===== src/common/dvc_consts.svh =====
`ifndef DVC_CONSTS_SVH
`define DVC_CONSTS_SVH

// Register word offsets on the plain register port.
`define DVC_OFS_VALUE_ONE    8'h00
`define DVC_OFS_VALUE_TWO    8'h04
`define DVC_OFS_CONTROL_ZERO 8'h08
`define DVC_OFS_CONTROL_TWO  8'h0C
`define DVC_OFS_ADDR_ONE     8'h10
`define DVC_OFS_ADDR_TWO     8'h14
`define DVC_OFS_STATUS       8'h18

// Control zero fields: address-compare enables.
`define DVC_C0_ONE_READ  0
`define DVC_C0_ONE_WRITE 1
`define DVC_C0_TWO_READ  2
`define DVC_C0_TWO_WRITE 3
`define DVC_C0_WIDTH     4

// Control two fields: byte enables, modes, async select.
`define DVC_C2_BE_ONE_LSB   0
`define DVC_C2_BE_TWO_LSB   4
`define DVC_C2_MODE_ONE_LSB 8
`define DVC_C2_MODE_TWO_LSB 10
`define DVC_C2_ASYNC        12
`define DVC_C2_WIDTH        13

// Status fields.
`define DVC_ST_ONE_READ  0
`define DVC_ST_ONE_WRITE 1
`define DVC_ST_TWO_READ  2
`define DVC_ST_TWO_WRITE 3
`define DVC_ST_WIDTH     4

// Reset values.
`define DVC_RST_WORD    32'h0000_0000
`define DVC_RST_C0      4'h0
`define DVC_RST_C2      13'h0000
`define DVC_RST_STATUS  4'h0

`endif


===== src/common/dvc_pkg.sv =====
package dvc_pkg;

    // Kind of storage-accessing instruction behind one access.
    typedef enum logic [3:0] {
        KIND_LOAD    = 4'h0,
        KIND_STORE   = 4'h1,
        KIND_ZERO    = 4'h2,
        KIND_DINVAL  = 4'h3,
        KIND_DSTORE  = 4'h4,
        KIND_DFLUSH  = 4'h5,
        KIND_TOUCH   = 4'h6,
        KIND_DALLOC  = 4'h7,
        KIND_IINVAL  = 4'h8,
        KIND_DALLINV = 4'h9,
        KIND_DREAD   = 4'hA,
        KIND_IALLINV = 4'hB,
        KIND_IREAD   = 4'hC,
        KIND_CSTORE  = 4'hD
    } dvc_kind_t;

    // Value comparison mode.
    typedef enum logic [1:0] {
        MODE_NONE  = 2'h0,
        MODE_AND   = 2'h1,
        MODE_OR    = 2'h2,
        MODE_ANDOR = 2'h3
    } dvc_mode_t;

endpackage


===== src/rtl/dvc_compare.sv =====
// Implementation choices: the plain strobed port and the placing of the registers.
`include "dvc_consts.svh"
// Overview of operation
// - Each access of an instruction checked separately.
// - Line-zero and data invalidate count as writes.
// - Data store and flush count as writes.
// - Touches read; no event when no-op.
// - Data allocate never raises an event.
// - Instruction invalidate counts as a read.
// - Whole-cache and index instructions raise nothing.
// - Conditional store without reservation raises nothing.
// - String access with zero count raises nothing.
// - Value event needs address match plus data.
// - Two independent four-byte value registers.
// - Value event sets shared read/write status.
// - Zero byte enables disable value compare.
// - Enable bit n is lane n, lane 0 MSB.
// - Lane matches only if transferred and equal.
// - Only bytes in starting aligned word compared.
// - AND mode: all enabled lanes must match.
// - OR mode: any enabled lane matching suffices.
// - AND-OR mode: either lane pair ANDs true.
// - Value events use the same async selection.
// - Address and data of each access checked.
module dvc_compare (
    // Clock and reset.
    input  wire logic                  CLK,
    input  wire logic                  RESETN,
    // Register port.
    input  wire logic [7:0]            ADDR,
    input  wire logic [31:0]           WDATA,
    input  wire logic                  WR,
    input  wire logic                  RD,
    output logic      [31:0]           RDATA,
    // Access from the load/store pipeline.
    input  wire logic                  ACC_VALID,
    input  wire dvc_pkg::dvc_kind_t    ACC_KIND,
    input  wire logic [31:0]           ACC_ADDR,
    input  wire logic [2:0]            ACC_SIZE,
    input  wire logic [31:0]           ACC_DATA,
    input  wire logic                  ACC_NOOP,
    input  wire logic                  ACC_RESERVED,
    input  wire logic                  ACC_STRING,
    input  wire logic [6:0]            ACC_STRING_BYTE_COUNT,
    // Events toward the debug status logic.
    output logic                       EVT_ONE_READ,
    output logic                       EVT_ONE_WRITE,
    output logic                       EVT_TWO_READ,
    output logic                       EVT_TWO_WRITE,
    output logic                       EVT_VALUE,
    output logic                       EVT_ASYNC,
    output logic      [3:0]            DEBUG_STATUS
);

    // Software-visible state.
    logic [31:0]               value_one_reg;
    logic [31:0]               value_two_reg;
    logic [31:0]               addr_one_reg;
    logic [31:0]               addr_two_reg;
    logic [`DVC_C0_WIDTH-1:0]  control_zero_reg;
    logic [`DVC_C2_WIDTH-1:0]  control_two_reg;
    logic [`DVC_ST_WIDTH-1:0]  status_reg;
    logic [`DVC_ST_WIDTH-1:0]  status_next;

    // Decoded control fields.
    logic [3:0]                be_one;
    logic [3:0]                be_two;
    dvc_pkg::dvc_mode_t        mode_one;
    dvc_pkg::dvc_mode_t        mode_two;

    // Access classification.
    logic                      is_read;
    logic                      is_write;
    logic                      value_ok;
    logic [3:0]                lanes;
    logic [3:0]                match_one;
    logic [3:0]                match_two;
    logic                      value_hit_one;
    logic                      value_hit_two;
    logic                      addr_hit_one;
    logic                      addr_hit_two;
    logic [3:0]                events;

    assign be_one   = control_two_reg[`DVC_C2_BE_ONE_LSB +: 4];
    assign be_two   = control_two_reg[`DVC_C2_BE_TWO_LSB +: 4];
    assign mode_one = dvc_pkg::dvc_mode_t'(control_two_reg[`DVC_C2_MODE_ONE_LSB +: 2]);
    assign mode_two = dvc_pkg::dvc_mode_t'(control_two_reg[`DVC_C2_MODE_TWO_LSB +: 2]);

    // Lanes carried by an access, clipped to the word of the start byte.
    function automatic logic [3:0] lane_mask(input logic [1:0] ofs, input logic [2:0] size);
        logic [3:0] m;
        m = 4'h0;
        for (int i = 0; i < 4; i++) begin
            if (i >= int'(ofs) && i < int'(ofs) + int'(size)) begin
                m[i] = 1'b1;
            end
        end
        return m;
    endfunction

    // Per-lane equality; lane 0 is the most significant byte.
    function automatic logic [3:0] lane_match(input logic [31:0] data, input logic [31:0] val,
                                              input logic [3:0] acc);
        logic [3:0] m;
        m = 4'h0;
        for (int i = 0; i < 4; i++) begin
            m[i] = acc[i] && (data[31-8*i -: 8] == val[31-8*i -: 8]);
        end
        return m;
    endfunction

    // Mode evaluation over enabled lanes.
    function automatic logic mode_eval(input dvc_pkg::dvc_mode_t mode, input logic [3:0] be,
                                       input logic [3:0] m);
        logic pair_a;
        logic pair_b;
        logic r;
        pair_a = (be[1:0] != 2'b00) && ((m[1:0] & be[1:0]) == be[1:0]);
        pair_b = (be[3:2] != 2'b00) && ((m[3:2] & be[3:2]) == be[3:2]);
        case (mode)
            dvc_pkg::MODE_AND:   r = ((m & be) == be);
            dvc_pkg::MODE_OR:    r = ((m & be) != 4'h0);
            dvc_pkg::MODE_ANDOR: r = pair_a || pair_b;
            default:             r = 1'b0;
        endcase
        return r;
    endfunction

    // Sort the access into read, write or nothing by instruction kind.
    always_comb begin
        is_read  = 1'b0;
        is_write = 1'b0;
        value_ok = 1'b0;
        case (ACC_KIND)
            dvc_pkg::KIND_LOAD: begin
                is_read  = 1'b1;
                value_ok = 1'b1;
            end
            dvc_pkg::KIND_STORE: begin
                is_write = 1'b1;
                value_ok = 1'b1;
            end
            dvc_pkg::KIND_ZERO: begin
                is_write = 1'b1;
                value_ok = 1'b1;
            end
            dvc_pkg::KIND_DINVAL: begin
                is_write = 1'b1;
            end
            dvc_pkg::KIND_DSTORE,
            dvc_pkg::KIND_DFLUSH: begin
                is_write = 1'b1;
            end
            dvc_pkg::KIND_TOUCH: begin
                is_read = !ACC_NOOP;
            end
            dvc_pkg::KIND_IINVAL: begin
                is_read = 1'b1;
            end
            dvc_pkg::KIND_CSTORE: begin
                is_write = ACC_RESERVED;
                value_ok = ACC_RESERVED;
            end
            dvc_pkg::KIND_DALLOC: begin
                is_read = 1'b0;
            end
            default: begin
                is_read = 1'b0;
            end
        endcase
        if (!ACC_VALID || (ACC_STRING && ACC_STRING_BYTE_COUNT == 7'h00)) begin
            is_read  = 1'b0;
            is_write = 1'b0;
        end
    end

    // Each access is judged alone on its own address and data.
    always_comb begin
        lanes         = lane_mask(ACC_ADDR[1:0], ACC_SIZE);
        addr_hit_one  = (ACC_ADDR[31:2] == addr_one_reg[31:2]);
        addr_hit_two  = (ACC_ADDR[31:2] == addr_two_reg[31:2]);
        match_one     = lane_match(ACC_DATA, value_one_reg, lanes);
        match_two     = lane_match(ACC_DATA, value_two_reg, lanes);
        value_hit_one = value_ok && mode_eval(mode_one, be_one, match_one);
        value_hit_two = value_ok && mode_eval(mode_two, be_two, match_two);
        if (be_one != 4'h0) begin
            addr_hit_one = addr_hit_one && value_hit_one;
        end
        if (be_two != 4'h0) begin
            addr_hit_two = addr_hit_two && value_hit_two;
        end
        events[`DVC_ST_ONE_READ]  = addr_hit_one && is_read && control_zero_reg[`DVC_C0_ONE_READ];
        events[`DVC_ST_ONE_WRITE] = addr_hit_one && is_write && control_zero_reg[`DVC_C0_ONE_WRITE];
        events[`DVC_ST_TWO_READ]  = addr_hit_two && is_read && control_zero_reg[`DVC_C0_TWO_READ];
        events[`DVC_ST_TWO_WRITE] = addr_hit_two && is_write && control_zero_reg[`DVC_C0_TWO_WRITE];
    end

    // Event pulses, one cycle after the access, with the shared async select.
    always_ff @(posedge CLK) begin
        if (!RESETN) begin
            EVT_ONE_READ  <= 1'b0;
            EVT_ONE_WRITE <= 1'b0;
            EVT_TWO_READ  <= 1'b0;
            EVT_TWO_WRITE <= 1'b0;
            EVT_VALUE     <= 1'b0;
            EVT_ASYNC     <= 1'b0;
        end else begin
            EVT_ONE_READ  <= events[`DVC_ST_ONE_READ];
            EVT_ONE_WRITE <= events[`DVC_ST_ONE_WRITE];
            EVT_TWO_READ  <= events[`DVC_ST_TWO_READ];
            EVT_TWO_WRITE <= events[`DVC_ST_TWO_WRITE];
            EVT_VALUE     <= ((events[1:0] != 2'b00) && be_one != 4'h0)
                          || ((events[3:2] != 2'b00) && be_two != 4'h0);
            EVT_ASYNC     <= control_two_reg[`DVC_C2_ASYNC];
        end
    end

    // Status: events set, a write of one clears, and a set beats a clear.
    always_comb begin
        status_next = status_reg;
        if (WR && ADDR == `DVC_OFS_STATUS) begin
            status_next = status_next & ~WDATA[`DVC_ST_WIDTH-1:0];
        end
        status_next = status_next | events;
    end

    always_ff @(posedge CLK) begin
        if (!RESETN) begin
            status_reg <= `DVC_RST_STATUS;
        end else begin
            status_reg <= status_next;
        end
    end

    assign DEBUG_STATUS = status_reg;

    // Register writes.
    always_ff @(posedge CLK) begin
        if (!RESETN) begin
            value_one_reg    <= `DVC_RST_WORD;
            value_two_reg    <= `DVC_RST_WORD;
            addr_one_reg     <= `DVC_RST_WORD;
            addr_two_reg     <= `DVC_RST_WORD;
            control_zero_reg <= `DVC_RST_C0;
            control_two_reg  <= `DVC_RST_C2;
        end else if (WR) begin
            case (ADDR)
                `DVC_OFS_VALUE_ONE:    value_one_reg    <= WDATA;
                `DVC_OFS_VALUE_TWO:    value_two_reg    <= WDATA;
                `DVC_OFS_ADDR_ONE:     addr_one_reg     <= WDATA;
                `DVC_OFS_ADDR_TWO:     addr_two_reg     <= WDATA;
                `DVC_OFS_CONTROL_ZERO: control_zero_reg <= WDATA[`DVC_C0_WIDTH-1:0];
                `DVC_OFS_CONTROL_TWO:  control_two_reg  <= WDATA[`DVC_C2_WIDTH-1:0];
                default: begin
                end
            endcase
        end
    end

    // Read data, valid the cycle after the read strobe; unmapped reads zero.
    always_ff @(posedge CLK) begin
        if (!RESETN) begin
            RDATA <= 32'h0000_0000;
        end else if (RD) begin
            case (ADDR)
                `DVC_OFS_VALUE_ONE:    RDATA <= value_one_reg;
                `DVC_OFS_VALUE_TWO:    RDATA <= value_two_reg;
                `DVC_OFS_ADDR_ONE:     RDATA <= addr_one_reg;
                `DVC_OFS_ADDR_TWO:     RDATA <= addr_two_reg;
                `DVC_OFS_CONTROL_ZERO: RDATA <= {28'h000_0000, control_zero_reg};
                `DVC_OFS_CONTROL_TWO:  RDATA <= {19'h0_0000, control_two_reg};
                `DVC_OFS_STATUS:       RDATA <= {28'h000_0000, status_reg};
                default:               RDATA <= 32'h0000_0000;
            endcase
        end else begin
            RDATA <= 32'h0000_0000;
        end
    end

endmodule

===== config.mk =====
export PLATFORM = sky130hd
export DESIGN_NAME = dvc_compare
export DESIGN_NICKNAME = d
export VERILOG_FILES = /design/src/common/dvc_pkg.sv /design/src/rtl/dvc_compare.sv
export VERILOG_INCLUDE_DIRS = /design/src /design/src/common
export SDC_FILE = /design/constraint.sdc
export NUM_CORES = 1
export LEC_CHECK = 0
export ABC_AREA = 1
export BUFFER_PORTS_ARGS = -buffer_cell sky130_fd_sc_hd__buf_2
export CORE_MARGIN = 8
export CORE_UTILIZATION = 40
export DETAILED_ROUTE_END_ITERATION = 6
export PLACE_DENSITY = 0.69
export SYNTH_ARGS = -nofsm -noshare
export SYNTH_HDL_FRONTEND = slang
export SYNTH_SLANG_ARGS = --single-unit

===== constraint.sdc =====
create_clock -name CLK -period 4.6 [get_ports CLK]
set_input_delay 0.23 -clock CLK [delete_from_list [all_inputs] [get_ports CLK]]
set_output_delay 0.23 -clock CLK [all_outputs]
set_load 0.005 [all_outputs]

== Word-level counts from Yosys, hierarchy flattened ==
Index checks and enable logic that the tools add are counted.

* Multiplexer cells: 15
* Order comparisons: 7
* Add/subtract/negate cells: 1
* Bitwise gates (word level): 9
* Reductions and logical operators: 60
* Equality and inequality tests: 36

{| class="wikitable"
|+ Operators by type and width
! kind !! number
|-
| case mux 32 bit (7 select lines) || 1
|-
| equality test 8 bit || 8
|-
| equality test 30 bit || 2
|-
| < comparator 1 x 32 -> 1 bit (first input constant) || 1
|-
| < comparator 2 x 32 -> 1 bit (first input constant) || 1
|-
| < comparator 3 x 32 -> 1 bit (first input constant) || 1
|-
| logical AND 1 bit || 31
|-
| equality test 8 x 5 -> 1 bit (second input constant) || 3
|-
| equality test 8 x 4 -> 1 bit (second input constant) || 2
|-
| nonzero test 4 bit || 4
|-
| AND reduction 2 bit || 7
|-
| bitwise AND 4 bit || 3
|-
| equality test 4 x 3 -> 1 bit (second input constant) || 3
|-
| nonzero test 2 bit || 6
|-
| bitwise AND 2 bit || 4
|-
| equality test 2 bit || 4
|-
| equality test 2 bit (second input constant) || 4
|-
| equality test 4 x 2 -> 1 bit (second input constant) || 2
|-
| equality test 4 bit || 2
|-
| equality test 4 bit (second input constant) || 2
|-
| equality test 8 x 3 -> 1 bit (second input constant) || 1
|-
| logical NOT 8 bit || 1
|-
| two-way mux 1 bit || 8
|-
| logical NOT 7 bit || 1
|-
| other kinds (17) || 26
|}

* Bits of input ports: 126
* Bits in registers: 187

== Longest topological paths before layout ==
* Word-level depth: 18
* Gate-level depth with buffers: 17
* Mapped depth without buffers: 17

== Least setup slack after synthesis ==
Ideal clock, no wire load.

* Path type: input port to flip-flop
* Start: in ACC_ADDR[0]
* End: reg status_reg[0] (netlist: DEBUG_STATUS[0])
* Setup slack: 2,579 ps
* Path buffers: 0
* Library setup time: 70 ps
* Data arrival time: 1,951 ps
* Stages: 17
* Path through: ha_1 fa_1 inv_1 nand2_1 nand2_1 nor2_2 a21oi_2 nand2_1 nand2_1 nand2_1 nor2_1 nor2_1 nand2_1 nand3_1 a21boi_1 nand2_1 a21oi_1

* Cells in the longest elaborated chain, start to end: 16
* Elaborated cells between the ends (all ways): 36
* Those cells by class: add/sub (1); order compare (7); eq/ne (3); mux (6); bitwise (4); reduce/logical (15)

{| class="wikitable"
|+ Ends and longest elaborated chain
! item !! line !! text
|-
| start: declaration || dvc_compare.sv:38 || <nowiki>input wire logic [31:0] ACC_ADDR,</nowiki>
|-
| adder 2 x 3 -> 4 bit || dvc_compare.sv:94 || <nowiki>if (i >= int'(ofs) && i < int'(ofs) + int'(size)) begin</nowiki>
|-
| < comparator 1 x 32 -> 1 bit (tied with other cells) || dvc_compare.sv:94 ||
|-
| logical AND 1 bit || dvc_compare.sv:94 ||
|-
| two-way mux 1 bit || dvc_compare.sv:94 ||
|-
| logical AND 1 bit || dvc_compare.sv:107 || <nowiki>m[i] = acc[i] && (data[31-8*i -: 8] == val[31-8*i -: 8]);</nowiki>
|-
| bitwise AND 2 bit (on tied branches) || dvc_compare.sv:118, dvc_compare.sv:119 ||
|-
| equality test 2 bit (on tied branches) || dvc_compare.sv:118, dvc_compare.sv:119 ||
|-
| logical AND 1 bit (on tied branches) || dvc_compare.sv:118, dvc_compare.sv:119 ||
|-
| logical OR 1 bit || dvc_compare.sv:123 || <nowiki>dvc_pkg::MODE_ANDOR: r = pair_a || pair_b;</nowiki>
|-
| case mux 1 bit (3 select lines) (*) || dvc_compare.sv:120 || <nowiki>case (mode)</nowiki>
|-
| logical AND 1 bit (*) || dvc_compare.sv:184 || <nowiki>value_hit_one = value_ok && mode_eval(mode_one, be_one, match_one);</nowiki>
|-
| logical AND 1 bit (*) || dvc_compare.sv:187 || <nowiki>addr_hit_one = addr_hit_one && value_hit_one;</nowiki>
|-
| two-way mux 1 bit (*) || dvc_compare.sv:186 || <nowiki>if (be_one != 4'h0) begin</nowiki>
|-
| logical AND 1 bit (*) (2 in series) || dvc_compare.sv:192 || <nowiki>events[`DVC_ST_ONE_READ] = addr_hit_one && is_read && control_zero_reg[`DVC_C0_ONE_READ];</nowiki>
|-
| bitwise OR 4 bit (*) || dvc_compare.sv:224 || <nowiki>status_next = status_next | events;</nowiki>
|-
| end signal: assignment || dvc_compare.sv:229 || <nowiki>status_reg <= `DVC_RST_STATUS;</nowiki>
|-
| end signal: assignment || dvc_compare.sv:231 || <nowiki>status_reg <= status_next;</nowiki>
|-
| end: declaration || dvc_compare.sv:62 || <nowiki>logic [`DVC_ST_WIDTH-1:0] status_reg;</nowiki>
|}

Mark *: on every way between the ends. The rest lies on a longest branch, timed or not.
A chain may end at the register's enable or synchronous reset.

== Final worst setup path ==
* Start: in ADDR[5]
* End: reg addr_two_reg[10]

* Cells in the longest elaborated chain, start to end: 2

{| class="wikitable"
|+ Ends and longest elaborated chain
! item !! line !! text
|-
| start: declaration || dvc_compare.sv:30 || <nowiki>input wire logic [7:0] ADDR,</nowiki>
|-
| equality test 8 x 5 -> 1 bit || dvc_compare.sv:247 || <nowiki>case (ADDR)</nowiki>
|-
| AND reduction 2 bit (no line) || n/a ||
|-
| end signal: assignment || dvc_compare.sv:243 || <nowiki>addr_two_reg <= `DVC_RST_WORD;</nowiki>
|-
| end: declaration || dvc_compare.sv:59 || <nowiki>logic [31:0] addr_two_reg;</nowiki>
|}

Every way passes these cells.

==> results.toml <==
[synth]
synth_edf_count = 0
synth_seq_cells = 187
synth_fa_ha_area_share_pct = 0.484
yosysWarnings = 0
synth_xor_xnor_area_share_pct = 4.71
synth_mux_area_share_pct = 0
avgSynthCellArea_sq_um = 7.02
yosysSeqAreaShare_pct = 40.2
synth_compound_area_share_pct = 22.8
synth_top_family_by_area = "compound AO/OA/AOI/OAI gates"
ys_types = 41
synth_fp_nets = 1454
syn_inst = 1325
synthArstFlopShare_pct = 0
synth_ff_type = "dfxtp_1"
syn_area_sq_um = 9310
synth-simple-area-share_pct = 21.2

[cells_and_area]
finalNetCount = 1587
fillers = 2336
layout_commonest_cell = "nand2_1"
fin_area_sq_um = 10900
multi_input_area_sq_um = 4590
area_growth_pct = 17.2
layout_common_cells = "nand2_1, dfxtp_1, inv_1, buf_2, a21oi_1"
drive_gt1_share_pct = 16.6
register_area_sq_um = 3740

[floorplan]
core_area_sq_um = 23100
die_h_microns = 169
die_w_microns = 169
io_pins = 168
rows = 56
die-area_sq_um = 28400
initial_utilization_pct = 40.2

[global_routing]
antenna_found_initial = 3
grt_usage_pct = 20.6
grt_pass1_vias = 8747
grt_max_degree = 70
grt_overflow = 0
grt_first_pass_wirelength_microns = 46400

[clock_network]
cts_buffers = 17
ctsHoldBuffers = 0
clk-insertion-delay-late_ns = 0.45
cts_resized = 0
clock_path_buffers = 2
cts_sinks = 187
cts_max_level = 4
cts-root-buf = "clkbuf_16"
clkSlewWorstSetupHoldPaths_ns = 0.07
cts_tree = "yes"
cts_setup_buffers = 0

[job]
cap_violations = 0

[outcome]
status = "finished, final reports clean"

[critical_path]
arrival_ns = 2.96
start_kind = "input port"
path_class = "in2reg"
r2r_cells = 16
crit_fanout = 31
critical_path_required_ns = 4.92
reg2reg_slack_ns = 2.52
cp-end-kind = "flop"

[detailed_routing]
ant_nets = 0
wl_microns = 29500
drc_errors = 0
wl_per_cell_microns = 16.7
first_pass_iters = 5
vias_per_cell = 5.21
initialDrtViolationCount = 865
vias = 9187

[timing]
rsz0062_at_grt = "no"
final_hold_viol_count = 0
slew-limit-headroom_pct = 39.3
setup_violations = 0
min_period_ns = 2.64
worst_slew_pin_slew_ns = 0.909
slew_viol_final = 0
holdWs_ns = 0.0856
fin_setup_tns_ns = 0
finalCritPeriodShare_pct = 57.5
fin_worst_skew_ns = 0.0135
layout_setup_ws_ns = 1.96
timing.fmax_ghz = 0.378

[power]
power_leakage_nw = 4.63
ir_drop_uv = 161
pwr_density_cell_nw_per_um2 = 313

[placement]
placed_area_sq_um = 10300
io_buffers = 167
dp_hpwl_microns = 21900
dpl_worst_slack_ns = 1.51
place_congestion = 0.889

[min_path]
hold_depth = 3
hold_path_class = "in2reg"
-- worst paths after layout --
check                                         end         startpoint
worst min register to register    addr_two_reg[1]    addr_two_reg[1]
worst min-delay path            value_one_reg[21]          WDATA[21]
worst max-delay path             addr_two_reg[10]            ADDR[5]
worst max register to register    DEBUG_STATUS[2]  value_two_reg[22]
-- worst max-delay path, cell delays in order --
cell and delay, ns:
buf_2 0.10, nor3_2 0.23, nand2_1 0.18, inv_1 0.13, nand2_2 0.25, inv_2 0.50, nand2_1 0.62, buf_4 0.44
o21ai_0 0.19, a21oi_1 0.06
-- layer usage --
layer	vias to the layer above	share of wire [%]	track usage, %
met5	-	0.027	0
met4	2	2.6	7.69
met3	60	8.3	5.01
met2	390	45	33.7
met1	4102	44	25.9
li1	4633	-	-
-- synth_stat cells, types with 4 or more instances --
| cell | count | area share (%) |
|---|---|---|
| a221oi_1 | 23 | 2.2 |
| o21ai_0 | 141 | 7.6 |
| nor2_1 | 120 | 4.8 |
| buf_1 | 4 | 0.16 |
| o2111ai_1 | 4 | 0.38 |
| xor2_1 | 32 | 3.0 |
| o21ai_1 | 5 | 0.27 |
| nor3_1 | 5 | 0.27 |
| o22ai_1 | 39 | 2.6 |
| clkbuf_1 | 30 | 1.2 |
| nand4_1 | 16 | 1.1 |
| nor4_1 | 7 | 0.47 |
| nand2_1 | 249 | 10 |
| nand3_1 | 31 | 1.7 |
| buf_2 | 22 | 1.2 |
| xnor2_1 | 18 | 1.7 |
| or2_2 | 12 | 0.81 |
| a211oi_1 | 10 | 0.81 |
| a21oi_1 | 146 | 7.9 |
| inv_1 | 178 | 7.2 |
| inv_2 | 11 | 0.44 |
| dfxtp_1 | 187 | 40 |
-- report_power, final --
part           internal [W]  switching [W]  leakage (nW)  total [W]
sequential          0.00162     0.00000206          1.51    0.00162
combinational     0.0000948       0.000168          2.83   0.000263
clock              0.000866       0.000663         0.300    0.00153
-- layout make-up --
| type | count | share of cell area [%] |
|---|---|---|
| clock inverters | 11 | 1.23 |
| well taps | 290 | 3.33 |
| clock buffers | 21 | 4.41 |
| inverters | 190 | 6.56 |
| diodes | 3 | 0.0689 |
| flip-flops and latches | 187 | 34.3 |
| repair buffers | 172 | 8.01 |
| multi-input cells | 890 | 42.1 |
-- per-stage QoR --
step / total power, W / utilization (%) / instances
floorplan: 0.00179 / - / 1325
global placement: 0.00192 / 44.5 / 1729
detailed placement: 0.00192 / 44.5 / 1729
CTS: 0.00343 / 47.1 / 1761
global route: 0.00353 / 47.1 / 1763
finish: 0.00341 / 47.2 / 1764
-- logic make-up (layout without fill, tap and decap cells) --
kind of cell	after synthesis	count (layout)
AOI/OAI and AO/OA	381	381
xor gates and xnor gates	50	50
adders and majority gates	3	3
buffers and inverters	248	394
DFF	187	187
other	0	3
and+or+nand+nor	456	456
Power figures use the tool's default switching activity.
